`src/rtl/fsc_pkg.sv`:
```
package fsc_pkg;

    // ------------------------------------------------------------------
    // Command codes (low byte of the bus write)
    // ------------------------------------------------------------------
    localparam logic [7:0] CMD_READ_ARRAY   = 8'hFF;
    localparam logic [7:0] CMD_READ_STATUS  = 8'h70;
    localparam logic [7:0] CMD_CLEAR_STATUS = 8'h50;
    localparam logic [7:0] CMD_PROGRAM      = 8'h40;
    localparam logic [7:0] CMD_BLOCK_ERASE  = 8'h20;
    localparam logic [7:0] CMD_ERASE_ALL    = 8'hA7;
    localparam logic [7:0] CMD_LOCK_PROGRAM = 8'h77;
    localparam logic [7:0] CMD_LOCK_READ    = 8'h71;
    localparam logic [7:0] CMD_CONFIRM      = 8'hD0;

    // ------------------------------------------------------------------
    // Status byte layout and reset values
    // ------------------------------------------------------------------
    localparam int         STS_READY_BIT  = 7;
    localparam int         STS_ERASE_BIT  = 5;
    localparam int         STS_PROG_BIT   = 4;
    localparam logic       READY_RST      = 1'b1;
    localparam logic       ERASE_FAIL_RST = 1'b0;
    localparam logic       PROG_FAIL_RST  = 1'b0;

    // ------------------------------------------------------------------
    // Address map
    // ------------------------------------------------------------------
    localparam int          ADDR_W          = 20;
    localparam logic [19:0] USER_ROM_LO     = 20'hE0000;
    localparam logic [19:0] USER_ROM_HI     = 20'hFFFFF;
    localparam logic [19:0] BOOT_LO         = 20'hFF000;
    localparam logic [19:0] BOOT_HI         = 20'hFFFFF;
    localparam int          BOOT_BLOCK_BYTES = 4096;
    localparam logic [19:0] BOOT_BLOCK_MASK = ~20'(BOOT_BLOCK_BYTES - 1);

    // ------------------------------------------------------------------
    // Identification check
    // ------------------------------------------------------------------
    localparam int ID_BYTES = 7;

    typedef enum {
        ST_READY, ST_PROG_DATA, ST_ERASE_CONF, ST_ALL_CONF,
        ST_LOCK_CONF, ST_LRD_CONF, ST_BUSY
    } fsc_state_t;

    typedef enum logic [2:0] {
        OP_PROGRAM, OP_BLOCK_ERASE, OP_ERASE_ALL, OP_LOCK_PROGRAM, OP_LOCK_READ
    } fsc_op_t;

endpackage

```
`src/rtl/fsc_id_if.sv`:
```
`timescale 1ns/1ps
interface fsc_id_if;
    logic [7:0] rxByte;
    logic       rxValid;
    logic       restart;
    logic       match;
    modport checker_side (input rxByte, input rxValid, input restart, output match);
    modport user_side    (output rxByte, output rxValid, output restart, input match);
endinterface

```
`src/rtl/fsc_status_check.sv`:
```
`timescale 1ns/1ps
module fsc_status_check
    import fsc_pkg::*;
(
    // Clock and reset
    input  wire logic                  mclk,
    input  wire logic                  reset,
    // CPU or programmer bus cycles
    input  wire logic                  busWrite,
    input  wire logic                  busRead,
    input  wire logic                  busExternal,
    input  wire logic [19:0]           busAddr,
    input  wire logic [15:0]           busWdata,
    output logic      [15:0]           busRdata,
    input  wire logic [15:0]           arrayRdata,
    // Flash mode register bits
    input  wire logic                  cpuRewriteModeA,
    input  wire logic                  lockProtectDisable,
    output logic                       readyMirrorBit,
    output logic                       eraseFailMirror,
    output logic                       programFailMirror,
    // Array engine
    output logic                       opStart,
    output fsc_pkg::fsc_op_t           opKind,
    output logic      [19:0]           opAddr,
    output logic                       lockCheckEn,
    input  wire logic                  opDone,
    input  wire logic                  opFail,
    input  wire logic                  blockLocked,
    // Protection and identification
    input  wire logic                  romProtect,
    input  wire logic [ID_BYTES*8-1:0] storedId,
    input  wire logic [7:0]            idRxByte,
    input  wire logic                  idRxValid,
    output logic                       idVerified,
    // Mode pins
    input  wire logic                  bootModePin,
    input  wire logic                  modeSelectPinB,
    input  wire logic                  eraseProgramStrap,
    input  wire logic                  txdPin,
    input  wire logic                  serialClkPin,
    input  wire logic                  bootCheck,
    output logic                       busyPin,
    output logic                       serialClk,
    output logic                       serialMode,
    output logic                       parallelMode,
    output logic                       bootAreaSel
);
    import fsc_pkg::*;

    // ------------------------------------------------------------------
    // Pins and straps
    // ------------------------------------------------------------------
    logic [4:0] pinSync;
    logic [1:0] strapCnt_r;
    logic       serialMode_r;
    logic       parallelMode_r;
    logic       serialModeOne_r;
    logic       busyPin_r;

    fsc_sync #(.WIDTH(5)) u_sync (
        .mclk    (mclk),
        .reset   (reset),
        .pinIn   ({bootModePin, modeSelectPinB, eraseProgramStrap, txdPin, serialClkPin}),
        .pinSync (pinSync)
    );

    // Straps are taken once, after the synchronisers have filled.
    always_ff @(posedge mclk) begin
        if (reset) begin
            strapCnt_r      <= 2'h0;
            serialMode_r    <= 1'b0;
            parallelMode_r  <= 1'b0;
            serialModeOne_r <= 1'b0;
        end else if (strapCnt_r != 2'h3) begin
            strapCnt_r <= strapCnt_r + 2'h1;
            if (strapCnt_r == 2'h2) begin
                serialMode_r    <= pinSync[4] && !pinSync[3] && !pinSync[2];
                parallelMode_r  <= pinSync[4] && !pinSync[3] && pinSync[2];
                serialModeOne_r <= pinSync[1];
            end
        end
    end

    assign serialMode   = serialMode_r;
    assign parallelMode = parallelMode_r;
    assign serialClk    = pinSync[0];

    // ------------------------------------------------------------------
    // Identification check and access gating
    // ------------------------------------------------------------------
    fsc_id_if idIf ();
    assign idIf.rxByte  = idRxByte;
    assign idIf.rxValid = idRxValid;
    assign idIf.restart = !serialMode_r;
    assign idVerified   = idIf.match;

    fsc_id_check u_id (
        .mclk     (mclk),
        .reset    (reset),
        .storedId (storedId),
        .idIf     (idIf)
    );

    logic extBlocked;
    assign extBlocked = busExternal && (romProtect
                        || (serialMode_r && !idIf.match));

    // ------------------------------------------------------------------
    // Command sequencer
    // ------------------------------------------------------------------
    fsc_state_t  state_r, state_nxt;
    fsc_op_t     opKind_r, opKind_nxt;
    logic        ready_r, eraseFail_r, progFail_r, statusMode_r;
    logic        opStart_r;
    logic [19:0] opAddr_r;
    logic        startOp, seqErr, eraseErr, progErr, clearSts;
    logic        stsSet, stsClr;
    logic        wrTake, failAny, lockHit, isConfirm, isArray;
    logic [7:0]  cmd;
    logic [7:0]  statusByte;

    assign cmd       = busWdata[7:0];
    assign wrTake    = busWrite && !extBlocked && (state_r != ST_BUSY);
    assign failAny   = eraseFail_r || progFail_r;
    assign lockHit   = blockLocked && !lockProtectDisable;
    assign isConfirm = cmd == CMD_CONFIRM;
    assign isArray   = cmd == CMD_READ_ARRAY;

    always_comb begin
        state_nxt  = state_r;
        opKind_nxt = opKind_r;
        startOp    = 1'b0;
        seqErr     = 1'b0;
        eraseErr   = 1'b0;
        progErr    = 1'b0;
        clearSts   = 1'b0;
        stsSet     = 1'b0;
        stsClr     = 1'b0;
        case (state_r)
            ST_READY: if (wrTake) begin
                case (cmd)
                    CMD_READ_ARRAY:   stsClr = 1'b1;
                    CMD_READ_STATUS:  stsSet = 1'b1;
                    CMD_CLEAR_STATUS: clearSts = 1'b1;
                    CMD_PROGRAM:      state_nxt = ST_PROG_DATA;
                    CMD_BLOCK_ERASE:  state_nxt = ST_ERASE_CONF;
                    CMD_ERASE_ALL:    state_nxt = ST_ALL_CONF;
                    CMD_LOCK_PROGRAM: state_nxt = ST_LOCK_CONF;
                    CMD_LOCK_READ:    state_nxt = ST_LRD_CONF;
                    default:          seqErr = 1'b1;
                endcase
            end
            ST_PROG_DATA: if (wrTake) begin
                state_nxt  = ST_READY;
                opKind_nxt = OP_PROGRAM;
                if (!failAny) begin
                    progErr = lockHit;
                    startOp = !lockHit;
                end
            end
            ST_ERASE_CONF, ST_ALL_CONF, ST_LOCK_CONF, ST_LRD_CONF: if (wrTake) begin
                state_nxt = ST_READY;
                if (isArray) begin
                    stsClr = 1'b1;
                end else if (!isConfirm) begin
                    seqErr = 1'b1;
                end else if (state_r == ST_LRD_CONF) begin
                    opKind_nxt = OP_LOCK_READ;
                    startOp    = 1'b1;
                end else if (!failAny) begin
                    case (state_r)
                        ST_ERASE_CONF: opKind_nxt = OP_BLOCK_ERASE;
                        ST_ALL_CONF:   opKind_nxt = OP_ERASE_ALL;
                        default:       opKind_nxt = OP_LOCK_PROGRAM;
                    endcase
                    eraseErr = (state_r == ST_ERASE_CONF) && lockHit;
                    startOp  = !eraseErr;
                end
            end
            ST_BUSY: if (opDone) begin
                state_nxt = ST_READY;
                if (opFail) begin
                    eraseErr = (opKind_r == OP_BLOCK_ERASE) || (opKind_r == OP_ERASE_ALL);
                    progErr  = (opKind_r == OP_PROGRAM) || (opKind_r == OP_LOCK_PROGRAM);
                end
            end
            default: state_nxt = ST_READY;
        endcase
        if (startOp) begin
            state_nxt = ST_BUSY;
            stsSet    = opKind_nxt != OP_LOCK_READ;
        end
    end

    // In parallel mode, boot area block erase lands on the base of its one 4 Kbyte block.
    logic inBoot;
    assign inBoot      = parallelMode_r && busAddr >= BOOT_LO && busAddr <= BOOT_HI;
    assign bootAreaSel = inBoot;

    always_ff @(posedge mclk) begin
        if (reset) begin
            state_r      <= ST_READY;
            opKind_r     <= OP_PROGRAM;
            opAddr_r     <= 20'h00000;
            opStart_r    <= 1'b0;
            statusMode_r <= 1'b0;
        end else begin
            state_r      <= state_nxt;
            opKind_r     <= opKind_nxt;
            opStart_r    <= startOp;
            statusMode_r <= stsSet || (statusMode_r && !stsClr);
            if (startOp) begin
                opAddr_r <= (inBoot && opKind_nxt == OP_BLOCK_ERASE)
                            ? (busAddr & BOOT_BLOCK_MASK) : busAddr;
            end
        end
    end

    // ------------------------------------------------------------------
    // Status flags
    // ------------------------------------------------------------------
    // A failure that lands with a clear is kept: the set term wins.
    always_ff @(posedge mclk) begin
        if (reset) begin
            ready_r     <= READY_RST;
            eraseFail_r <= ERASE_FAIL_RST;
            progFail_r  <= PROG_FAIL_RST;
        end else begin
            ready_r     <= !startOp && (ready_r || (state_r == ST_BUSY && opDone));
            eraseFail_r <= seqErr || eraseErr || (eraseFail_r && !clearSts);
            progFail_r  <= seqErr || progErr || (progFail_r && !clearSts);
        end
    end

    always_comb begin
        statusByte                = 8'h00;
        statusByte[STS_READY_BIT] = ready_r;
        statusByte[STS_ERASE_BIT] = eraseFail_r;
        statusByte[STS_PROG_BIT]  = progFail_r;
    end

    assign readyMirrorBit    = ready_r;
    assign eraseFailMirror   = eraseFail_r;
    assign programFailMirror = progFail_r;
    assign opStart           = opStart_r;
    assign opKind            = opKind_r;
    assign opAddr            = opAddr_r;
    assign lockCheckEn       = !lockProtectDisable;

    // ------------------------------------------------------------------
    // Read path and busy pin
    // ------------------------------------------------------------------
    logic showStatus;
    assign showStatus = cpuRewriteModeA && statusMode_r && !busAddr[0]
                        && busAddr >= USER_ROM_LO && busAddr <= USER_ROM_HI;

    always_ff @(posedge mclk) begin
        if (reset) begin
            busRdata  <= 16'h0000;
            busyPin_r <= 1'b0;
        end else begin
            if (busRead) begin
                busRdata <= extBlocked ? 16'h0000
                          : showStatus ? {8'h00, statusByte} : arrayRdata;
            end
            busyPin_r <= serialModeOne_r ? !ready_r : bootCheck;
        end
    end

    assign busyPin = busyPin_r;
endmodule // fsc_status_check

```
`src/rtl/fsc_sync.sv`:
```
`timescale 1ns/1ps
module fsc_sync #(
    parameter int WIDTH = 5
) (
    // Clock and reset
    input  wire logic             mclk,
    input  wire logic             reset,
    // Pins in, synchronised out
    input  wire logic [WIDTH-1:0] pinIn,
    output logic      [WIDTH-1:0] pinSync
);
    logic [WIDTH-1:0] stage1_r;

    always_ff @(posedge mclk) begin
        if (reset) begin
            stage1_r <= '0;
            pinSync  <= '0;
        end else begin
            stage1_r <= pinIn;
            pinSync  <= stage1_r;
        end
    end
endmodule // fsc_sync

```
`src/rtl/fsc_id_check.sv`:
```
`timescale 1ns/1ps
module fsc_id_check
    import fsc_pkg::*;
(
    // Clock and reset
    input  wire logic                  mclk,
    input  wire logic                  reset,
    // Codes stored in flash, first byte lowest
    input  wire logic [ID_BYTES*8-1:0] storedId,
    // Received bytes
    fsc_id_if.checker_side             idIf
);
    logic [2:0] index_r;
    logic       allEq_r;
    logic       match_r;
    logic [7:0] expected;

    assign expected   = storedId[8*index_r +: 8];
    assign idIf.match = match_r;

    // Only reset or restart returns the index to the first byte, so after a failed
    // attempt the match stays low until one of them comes.
    always_ff @(posedge mclk) begin
        if (reset || idIf.restart) begin
            index_r <= 3'h0;
            allEq_r <= 1'b1;
            match_r <= 1'b0;
        end else if (idIf.rxValid && index_r < 3'(ID_BYTES)) begin
            index_r <= index_r + 3'h1;
            allEq_r <= allEq_r && (idIf.rxByte == expected);
            match_r <= (index_r == 3'(ID_BYTES - 1)) && allEq_r
                       && (idIf.rxByte == expected);
        end
    end
endmodule // fsc_id_check

```
`config.mk`:
```
export PLATFORM = sky130hd
export DESIGN_NAME = fsc_status_check
export DESIGN_NICKNAME = d
export VERILOG_FILES = /design/src/rtl/fsc_pkg.sv /design/src/rtl/fsc_id_if.sv /design/src/rtl/fsc_status_check.sv /design/src/rtl/fsc_sync.sv /design/src/rtl/fsc_id_check.sv
export SDC_FILE = /design/constraint.sdc
export NUM_CORES = 1
export LEC_CHECK = 0
export BUFFER_PORTS_ARGS = -buffer_cell sky130_fd_sc_hd__buf_2
export CAP_MARGIN = 10
export CELL_PAD_IN_SITES_DETAIL_PLACEMENT = 1
export CELL_PAD_IN_SITES_GLOBAL_PLACEMENT = 1
export CORE_ASPECT_RATIO = 0.6
export CORE_MARGIN = 2
export CORE_UTILIZATION = 35
export DETAILED_ROUTE_END_ITERATION = 6
export GPL_TIMING_DRIVEN = 0
export PLACE_DENSITY = 0.95
export SLEW_MARGIN = 25
export SYNTH_ARGS = -nofsm -noshare
export SYNTH_HDL_FRONTEND = slang
export SYNTH_SLANG_ARGS = --single-unit
```
`constraint.sdc`:
```
create_clock -name mclk -period 3.4 [get_ports mclk]
set_input_delay 0 -clock mclk [delete_from_list [all_inputs] [get_ports mclk]]
set_output_delay 0 -clock mclk [all_outputs]
set_load 0.02 [all_outputs]
```
# Word level (Yosys, flattened, before mapping)
# Cells that the tools add are included.
# word_totals
output_inout_bits	50
n_memories	0
rom_bits	0
input_bits	134
word_cells	177
ramBits	0
regBits	97
latch_bits	0
# op_classes
div	0
n_shift	1
n_eq_ne	36
bitwise	0
mux	55
multipliers	0
magnitude_cmp	4
addsub	2
reduce_logical	59
# op_table
cell	count
32-bit one-hot mux with 5 select lines	1
32-bit by 3-bit equality test with 1-bit output, second input constant	4
32-bit two-way mux	3
32-bit one-hot mux with 3 select lines	1
32-bit by 2-bit equality test with 1-bit output, second input constant	2
32-bit by 4-bit equality test with 1-bit output, second input constant	2
56-bit by 7-bit variable part select with 8-bit output	1
8-bit by 7-bit equality test with 1-bit output, second input constant	5
20-bit greater-or-equal comparator, second input constant	2
1-bit two-way mux	34
32-bit by 1-bit equality test with 1-bit output, second input constant	1
32-bit zero test	1
16-bit two-way mux	2
32-bit by 4-bit inequality test with 1-bit output, second input constant	1
1-bit logical AND	25
8-bit equality test, second input constant	3
3-bit two-way mux	7
20-bit <= comparator, second input constant	1
1-bit zero test	13
12-bit two-way mux	1
1-bit logical OR	11
5-bit OR reduction	2
3-bit inequality test, second input constant	3
8-bit by 6-bit equality test with 1-bit output, second input constant	1
other kinds (22)	30

# Longest topological paths before layout
# logic_depth
ltp_word	12
mapped_depth	9
ltp_nobuf	6

# By module
# From an unflattened synthesis, not the netlist that was laid out.
# unflattened
cells_unflattened	406
hier_area_um2	3658.5
# modules_own_cells
module	cells_per_inst	seq_area_each_um2	instances	area_per_inst_um2
fsc_status_check	286	1061.0	1	2531.2
fsc_id_check	100	100.1	1	864.6
fsc_sync	20	200.2	1	262.8

# Worst setup path before layout
# Ideal clock, no wire load.
# synth_timing
kind	register -> register
from	register serialMode_r (netlist: serialMode)
to	register eraseFail_r (netlist: eraseFailMirror)
slack_ns	1.413
arrival_ns	1.916
required_ns	3.329
setup_time_ns	0.071
path_buffers	0
path_stages_with_launch	7
synth_period_minus_slack_ns	1.987
path_cell_list	dfxtp_1 nor2b_1 o21ai_2 nand2_1 or4b_2 a211oi_1 o21bai_1
# synth_via
elab_chain_cells	11
word_cells_on_any_way	17
cone_classes	7 x mux; 10 x reduce/logical
# synth_rtl
element	line	source
from (decl)	fsc_status_check.sv:56	logic serialMode_r;
from (signal assigned)	fsc_status_check.sv:78	serialMode_r <= pinSync[4] && !pinSync[3] && !pinSync[2];
1-bit logical AND *	fsc_status_check.sv:107	|| (serialMode_r && !idIf.match));
1-bit logical OR *	fsc_status_check.sv:107	
1-bit logical AND *	fsc_status_check.sv:106	assign extBlocked = busExternal && (romProtect
1-bit zero test *	fsc_status_check.sv:124	assign wrTake = busWrite && !extBlocked && (state_r != ST_BUSY);
1-bit logical AND * (2 in a row)	fsc_status_check.sv:124	
1-bit two-way mux	fsc_status_check.sv:141	ST_READY: if (wrTake) begin
1-bit two-way mux	fsc_status_check.sv:140	case (state_r)
1-bit zero test	fsc_status_check.sv:231	eraseFail_r <= seqErr || eraseErr || (eraseFail_r && !clearSts);
1-bit logical AND	fsc_status_check.sv:231	
1-bit logical OR *	fsc_status_check.sv:231	
to (signal assigned)	fsc_status_check.sv:231	
to (decl)	fsc_status_check.sv:114	logic ready_r, eraseFail_r, progFail_r, statusMode_r;
# Mark *: on every way between the ends. The rest lies on a longest branch, timed or not.
# A chain may end at the register's enable or synchronous reset.

# Final worst setup path
# layout_timing
from	register serialMode_r (netlist: serialMode)
to	register progFail_r (netlist: programFailMirror)
# layout_via
elab_chain_cells	11
word_cells_on_any_way	17
cone_classes	7 x mux; 10 x reduce/logical
# layout_rtl
element	line	source
1-bit logical AND *	fsc_status_check.sv:107	
1-bit logical OR *	fsc_status_check.sv:107	
1-bit logical AND *	fsc_status_check.sv:106	
1-bit zero test *	fsc_status_check.sv:124	
1-bit logical AND * (2 in a row)	fsc_status_check.sv:124	
1-bit two-way mux	fsc_status_check.sv:141	
1-bit two-way mux	fsc_status_check.sv:140	
1-bit zero test	fsc_status_check.sv:232	progFail_r <= seqErr || progErr || (progFail_r && !clearSts);
1-bit logical AND	fsc_status_check.sv:232	
1-bit logical OR *	fsc_status_check.sv:232	
to (signal assigned)	fsc_status_check.sv:232	
to (decl)	fsc_status_check.sv:114	
# Marks and branches as above.

==> out/summary.log <==
qor: sta.fin_hold_ws 0.0467 ns
qor: layout.syn2layout_area_growth 46.6%
qor: sta.worst-slew-pin-transition 0.751 ns
qor: logic_synthesis.mappedNetlistNets 568
qor: floorplan.width_of_the_die 137 um
qor: critical_path.crit_path_end_kind flop
qor: routing.ant_nets 0
qor: routing.detailed_route_iter0_violations 225
qor: routing.wirelength 14500 um
qor: run_status.result_of_the_run finished clean
qor: clock_tree.post_cts_buffers 0
qor: floorplan.die_height 83.8 um
qor: floorplan.start_util 0.356
qor: routing.vias 4272
qor: sta.layout_worst_path_cycle_share 0.744
qor: grt.grt-busiest-layer met2
qor: floorplan.total_number_of_placement_rows 29
qor: logic_synthesis.postSynthAreaPerCell 8.64 um2
qor: placement.hpwlAfterDp 10700 um
qor: logic_synthesis.synth.cell_area 3720 um2
qor: grt.via_count_of_the_first_global_routing_pass 4647
qor: placement.buffer_ports.inserted 174
qor: logic_synthesis.ys_warn_count 0
qor: logic_synthesis.ys_seq_area_frac 0.366
qor: clock_tree.clockBufferDepth 2
qor: logic_synthesis.yosysUniqueCellTypes 56
qor: sta.finalSetupViolCount 0
qor: critical_path.classification_of_the_worst_setup_path flop to flop
qor: power_and_ir_drop.vdd_drop_max 291 uV
qor: sta.report.final.slew_viol_count 0
qor: layout.number_of_standard_cells_in_the_final_layout_excluding_fillers 799
qor: logic_synthesis.synthCells 430
qor: sta.maxSlewHeadroom 0.496
qor: critical_path.crit_chain nor2b_1, o21ai_2, nand2_1, or4b_2, a211oi_1, o21bai_1
qor: grt.grt_pass1_wl 22800 um
qor: grt.grt_util_met3 0.0559
qor: clock_tree.tritoncts built
qor: clock_tree.clock_sink_count 68
qor: routing.vias_per_cell 5.35
qor: job.maxCapViolations 0
qor: floorplan.design.portCount 184
qor: floorplan.core_area 10500 um2
qor: grt.groute.layer.met2.usage 0.453
qor: routing.drt-pass1-iter-count 4
qor: clock_tree.clock_tree.htree_level_count 3
qor: clock_tree.worst_setup_hold_path_clk_slew 0.06 ns
qor: critical_path.critical_path.max_fanout 10
qor: critical_path.slowest_delay 0.70 ns
qor: sta.fin_ws 0.871 ns
qor: clock_tree.cts_hold_buf 40
qor: sta.max_clock_freq 395 MHz
qor: critical_path.cpMaxStageDelayCell or4b_2
qor: sta.final_period_minus_worst_setup_slack 2.53 ns
qor: grt.gr-usage-all-layers 0.254
qor: logic_synthesis.synth.ff_latch_count 68
qor: grt.grt_max_degree 12
qor: placement.place_congestion 0.862
qor: clock_tree.cts_resized 0
qor: logic_synthesis.async_set_reset_flop_share_out_of_synthesis 0
qor: critical_path.worst_ep_required_time 3.64 ns
qor: worst_hold_path.type_of_the_tightest_min_delay_check primary input to flop
qor: routing.post-route-drc-count 0
qor: clock_tree.clock_latency 0.32 ns
qor: placement.dpl_worst_slack 0.983 ns
qor: clock_tree.cts_buffers 9
qor: sta.rsz_0062_raised_after_global_routing no
qor: grt.antenna_found_initial 0
qor: sta.final_hold_viol_count 0
qor: logic_synthesis.ys.flop_type dfxtp_1
qor: layout.final_nets 793
qor: critical_path.arrival 2.77 ns
qor: power_and_ir_drop.finalPower 2.21 mW
qor: placement.dp_cells 743
qor: sta.fin_worst_skew 0.00821 ns
qor: power_and_ir_drop.power.static_leakage 2.37 nW
qor: clock_tree.cts-root-buf clkbuf_16
qor: grt.grt.overflow.total 0
qor: floorplan.die-area 11500 um2
qor: layout.final_layout_size_suffix_gt1_frac 0.317
qor: critical_path.critical_path.startpoint_type flop
qor: sta.setup_tns 0 ns
qor: power_and_ir_drop.power.density 406 nW/um2
qor: routing.routed_wirelength_normalized_by_instance_count 18.2 um
qor: logic_synthesis.synth_edf_count 0
qor: grt.met1_usage 0.312
worst max-delay path: cells and delay by family (launching register included):
kind / cells / cell delay, ns
AND/OR/NAND/NOR: 3 / 1.16
flip-flops: 1 / 0.37
AO/OA/AOI/OAI: 3 / 0.90
metrics by stage:
| stage | util | cell area (um2) |
|---|---|---|
| finish | 0.521 | 5450 |
| global route | 0.521 | 5440 |
| CTS | 0.521 | 5440 |
| detailed placement | 0.456 | 4760 |
| global placement | 0.456 | 4760 |
| floorplan | - | 3720 |
power by group:
part | total [mW] | internal (mW) | switching (mW) | leakage, nW
sequential | 0.865 | 0.837 | 0.0282 | 0.554
clock | 0.887 | 0.560 | 0.326 | 0.142
combinational | 0.458 | 0.199 | 0.260 | 1.67
total | 2.21 | 1.60 | 0.614 | 2.37
state kept, by name, summed over array words and instances (netlist names):
signal and count:
opAddr 20, serialModeOne_r 1, eraseFailMirror 1, u_sync.stage1_r 5
readyMirrorBit 1, programFailMirror 1, u_sync.pinSync 5, busyPin 1
state_r 3, statusMode_r 1, opKind 3, parallelMode 1
serialMode 1, opStart 1, u_id.idIf.match 1, u_id.index_r 3
strapCnt_r 2, u_id.allEq_r 1, busRdata 16
Yosys cell counts (all sizes together), types with 3 or more instances:
library cell,count,area (um2)
o32ai,13,121
o211ai,9,67.6
and3,9,56.3
inv,20,75.1
xor2,3,26.3
nor4,3,33.8
and3b,4,35.0
nand2b,5,31.3
o21bai,3,22.5
a21oi,21,105
nand2,17,63.8
nand4b,3,26.3
nand4,3,18.8
clkbuf,15,56.3
a211oi,5,42.5
mux2i,38,380
dfxtp,68,1360
buf,13,72.6
ha,4,50.1
o22ai,5,31.3
nor2b,14,87.6
nor2,54,203
nand3,14,70.1
a22oi,22,170
o31ai,3,22.5
and2,4,25.0
nor3,9,45.0
nand3b,20,150
cell families after synthesis:
group | count (synthesis) | share of synthesized area
adder cells (fa/ha/maj) | 4 | 0.0135
flip-flops | 68 | 0.366
AO/OA/AOI/OAI | 98 | 0.200
AND/OR/NAND/NOR | 169 | 0.251
multiplexers | 38 | 0.102
buffers and inverters | 48 | 0.0549
XOR/XNOR | 5 | 0.0118
cell type report:
class,instances,area [um2]
Fill cell,1285,5000
Multi-Input combinational cell,314,2150
Sequential cell,68,1360
Timing Repair Buffer,214,1270
Clock buffer,10,229
Tap cell,139,174
Buffer,28,129
Inverter,20,75.1
Clock inverter,5,53.8
Antenna cell,1,2.50
final timing paths:
kind / slack [ns] / from / endpoint / cells past startpoint
min reg2reg: 0.44 / u_sync.stage1_r[0]$_SDFF_PP0_ / u_sync.pinSync[0]$_SDFF_PP0_ / 1
max: 0.87 / serialMode$_SDFFE_PP0P_ / programFailMirror$_SDFF_PP0_ / 6
min: 0.05 / opDone / readyMirrorBit$_SDFF_PP1_ / 3
max reg2reg: 0.87 / serialMode$_SDFFE_PP0P_ / programFailMirror$_SDFF_PP0_ / 6
layout by cell type (no fill, tap or decap), types with 3 or more instances in the layout:
master / count
a211oi_1: 4
a21oi_1: 21
a22oi_1: 21
and2_1: 4
and3_1: 9
and3b_1: 4
buf_1: 3
buf_2: 181
clkbuf_1: 16
clkbuf_16: 9
clkinv_2: 3
dfxtp_1: 68
dlygate4sd3_1: 40
ha_1: 4
inv_1: 20
mux2i_1: 38
nand2_1: 17
nand2b_1: 5
nand3_1: 14
nand3b_1: 20
nand4_1: 3
nand4b_1: 3
nor2_1: 54
nor2b_1: 14
nor3_1: 9
o211ai_1: 9
o21bai_1: 3
o22ai_1: 5
o31ai_1: 3
o32ai_1: 12
xor2_1: 3
metal layers:
metal / vias up / part of all wire
li1: 2033 / -
met1: 2078 / 0.42
met4: 0 / 0.011
met3: 16 / 0.058
met5: - / 0
met2: 145 / 0.51
Power figures use the tool's default switching activity.
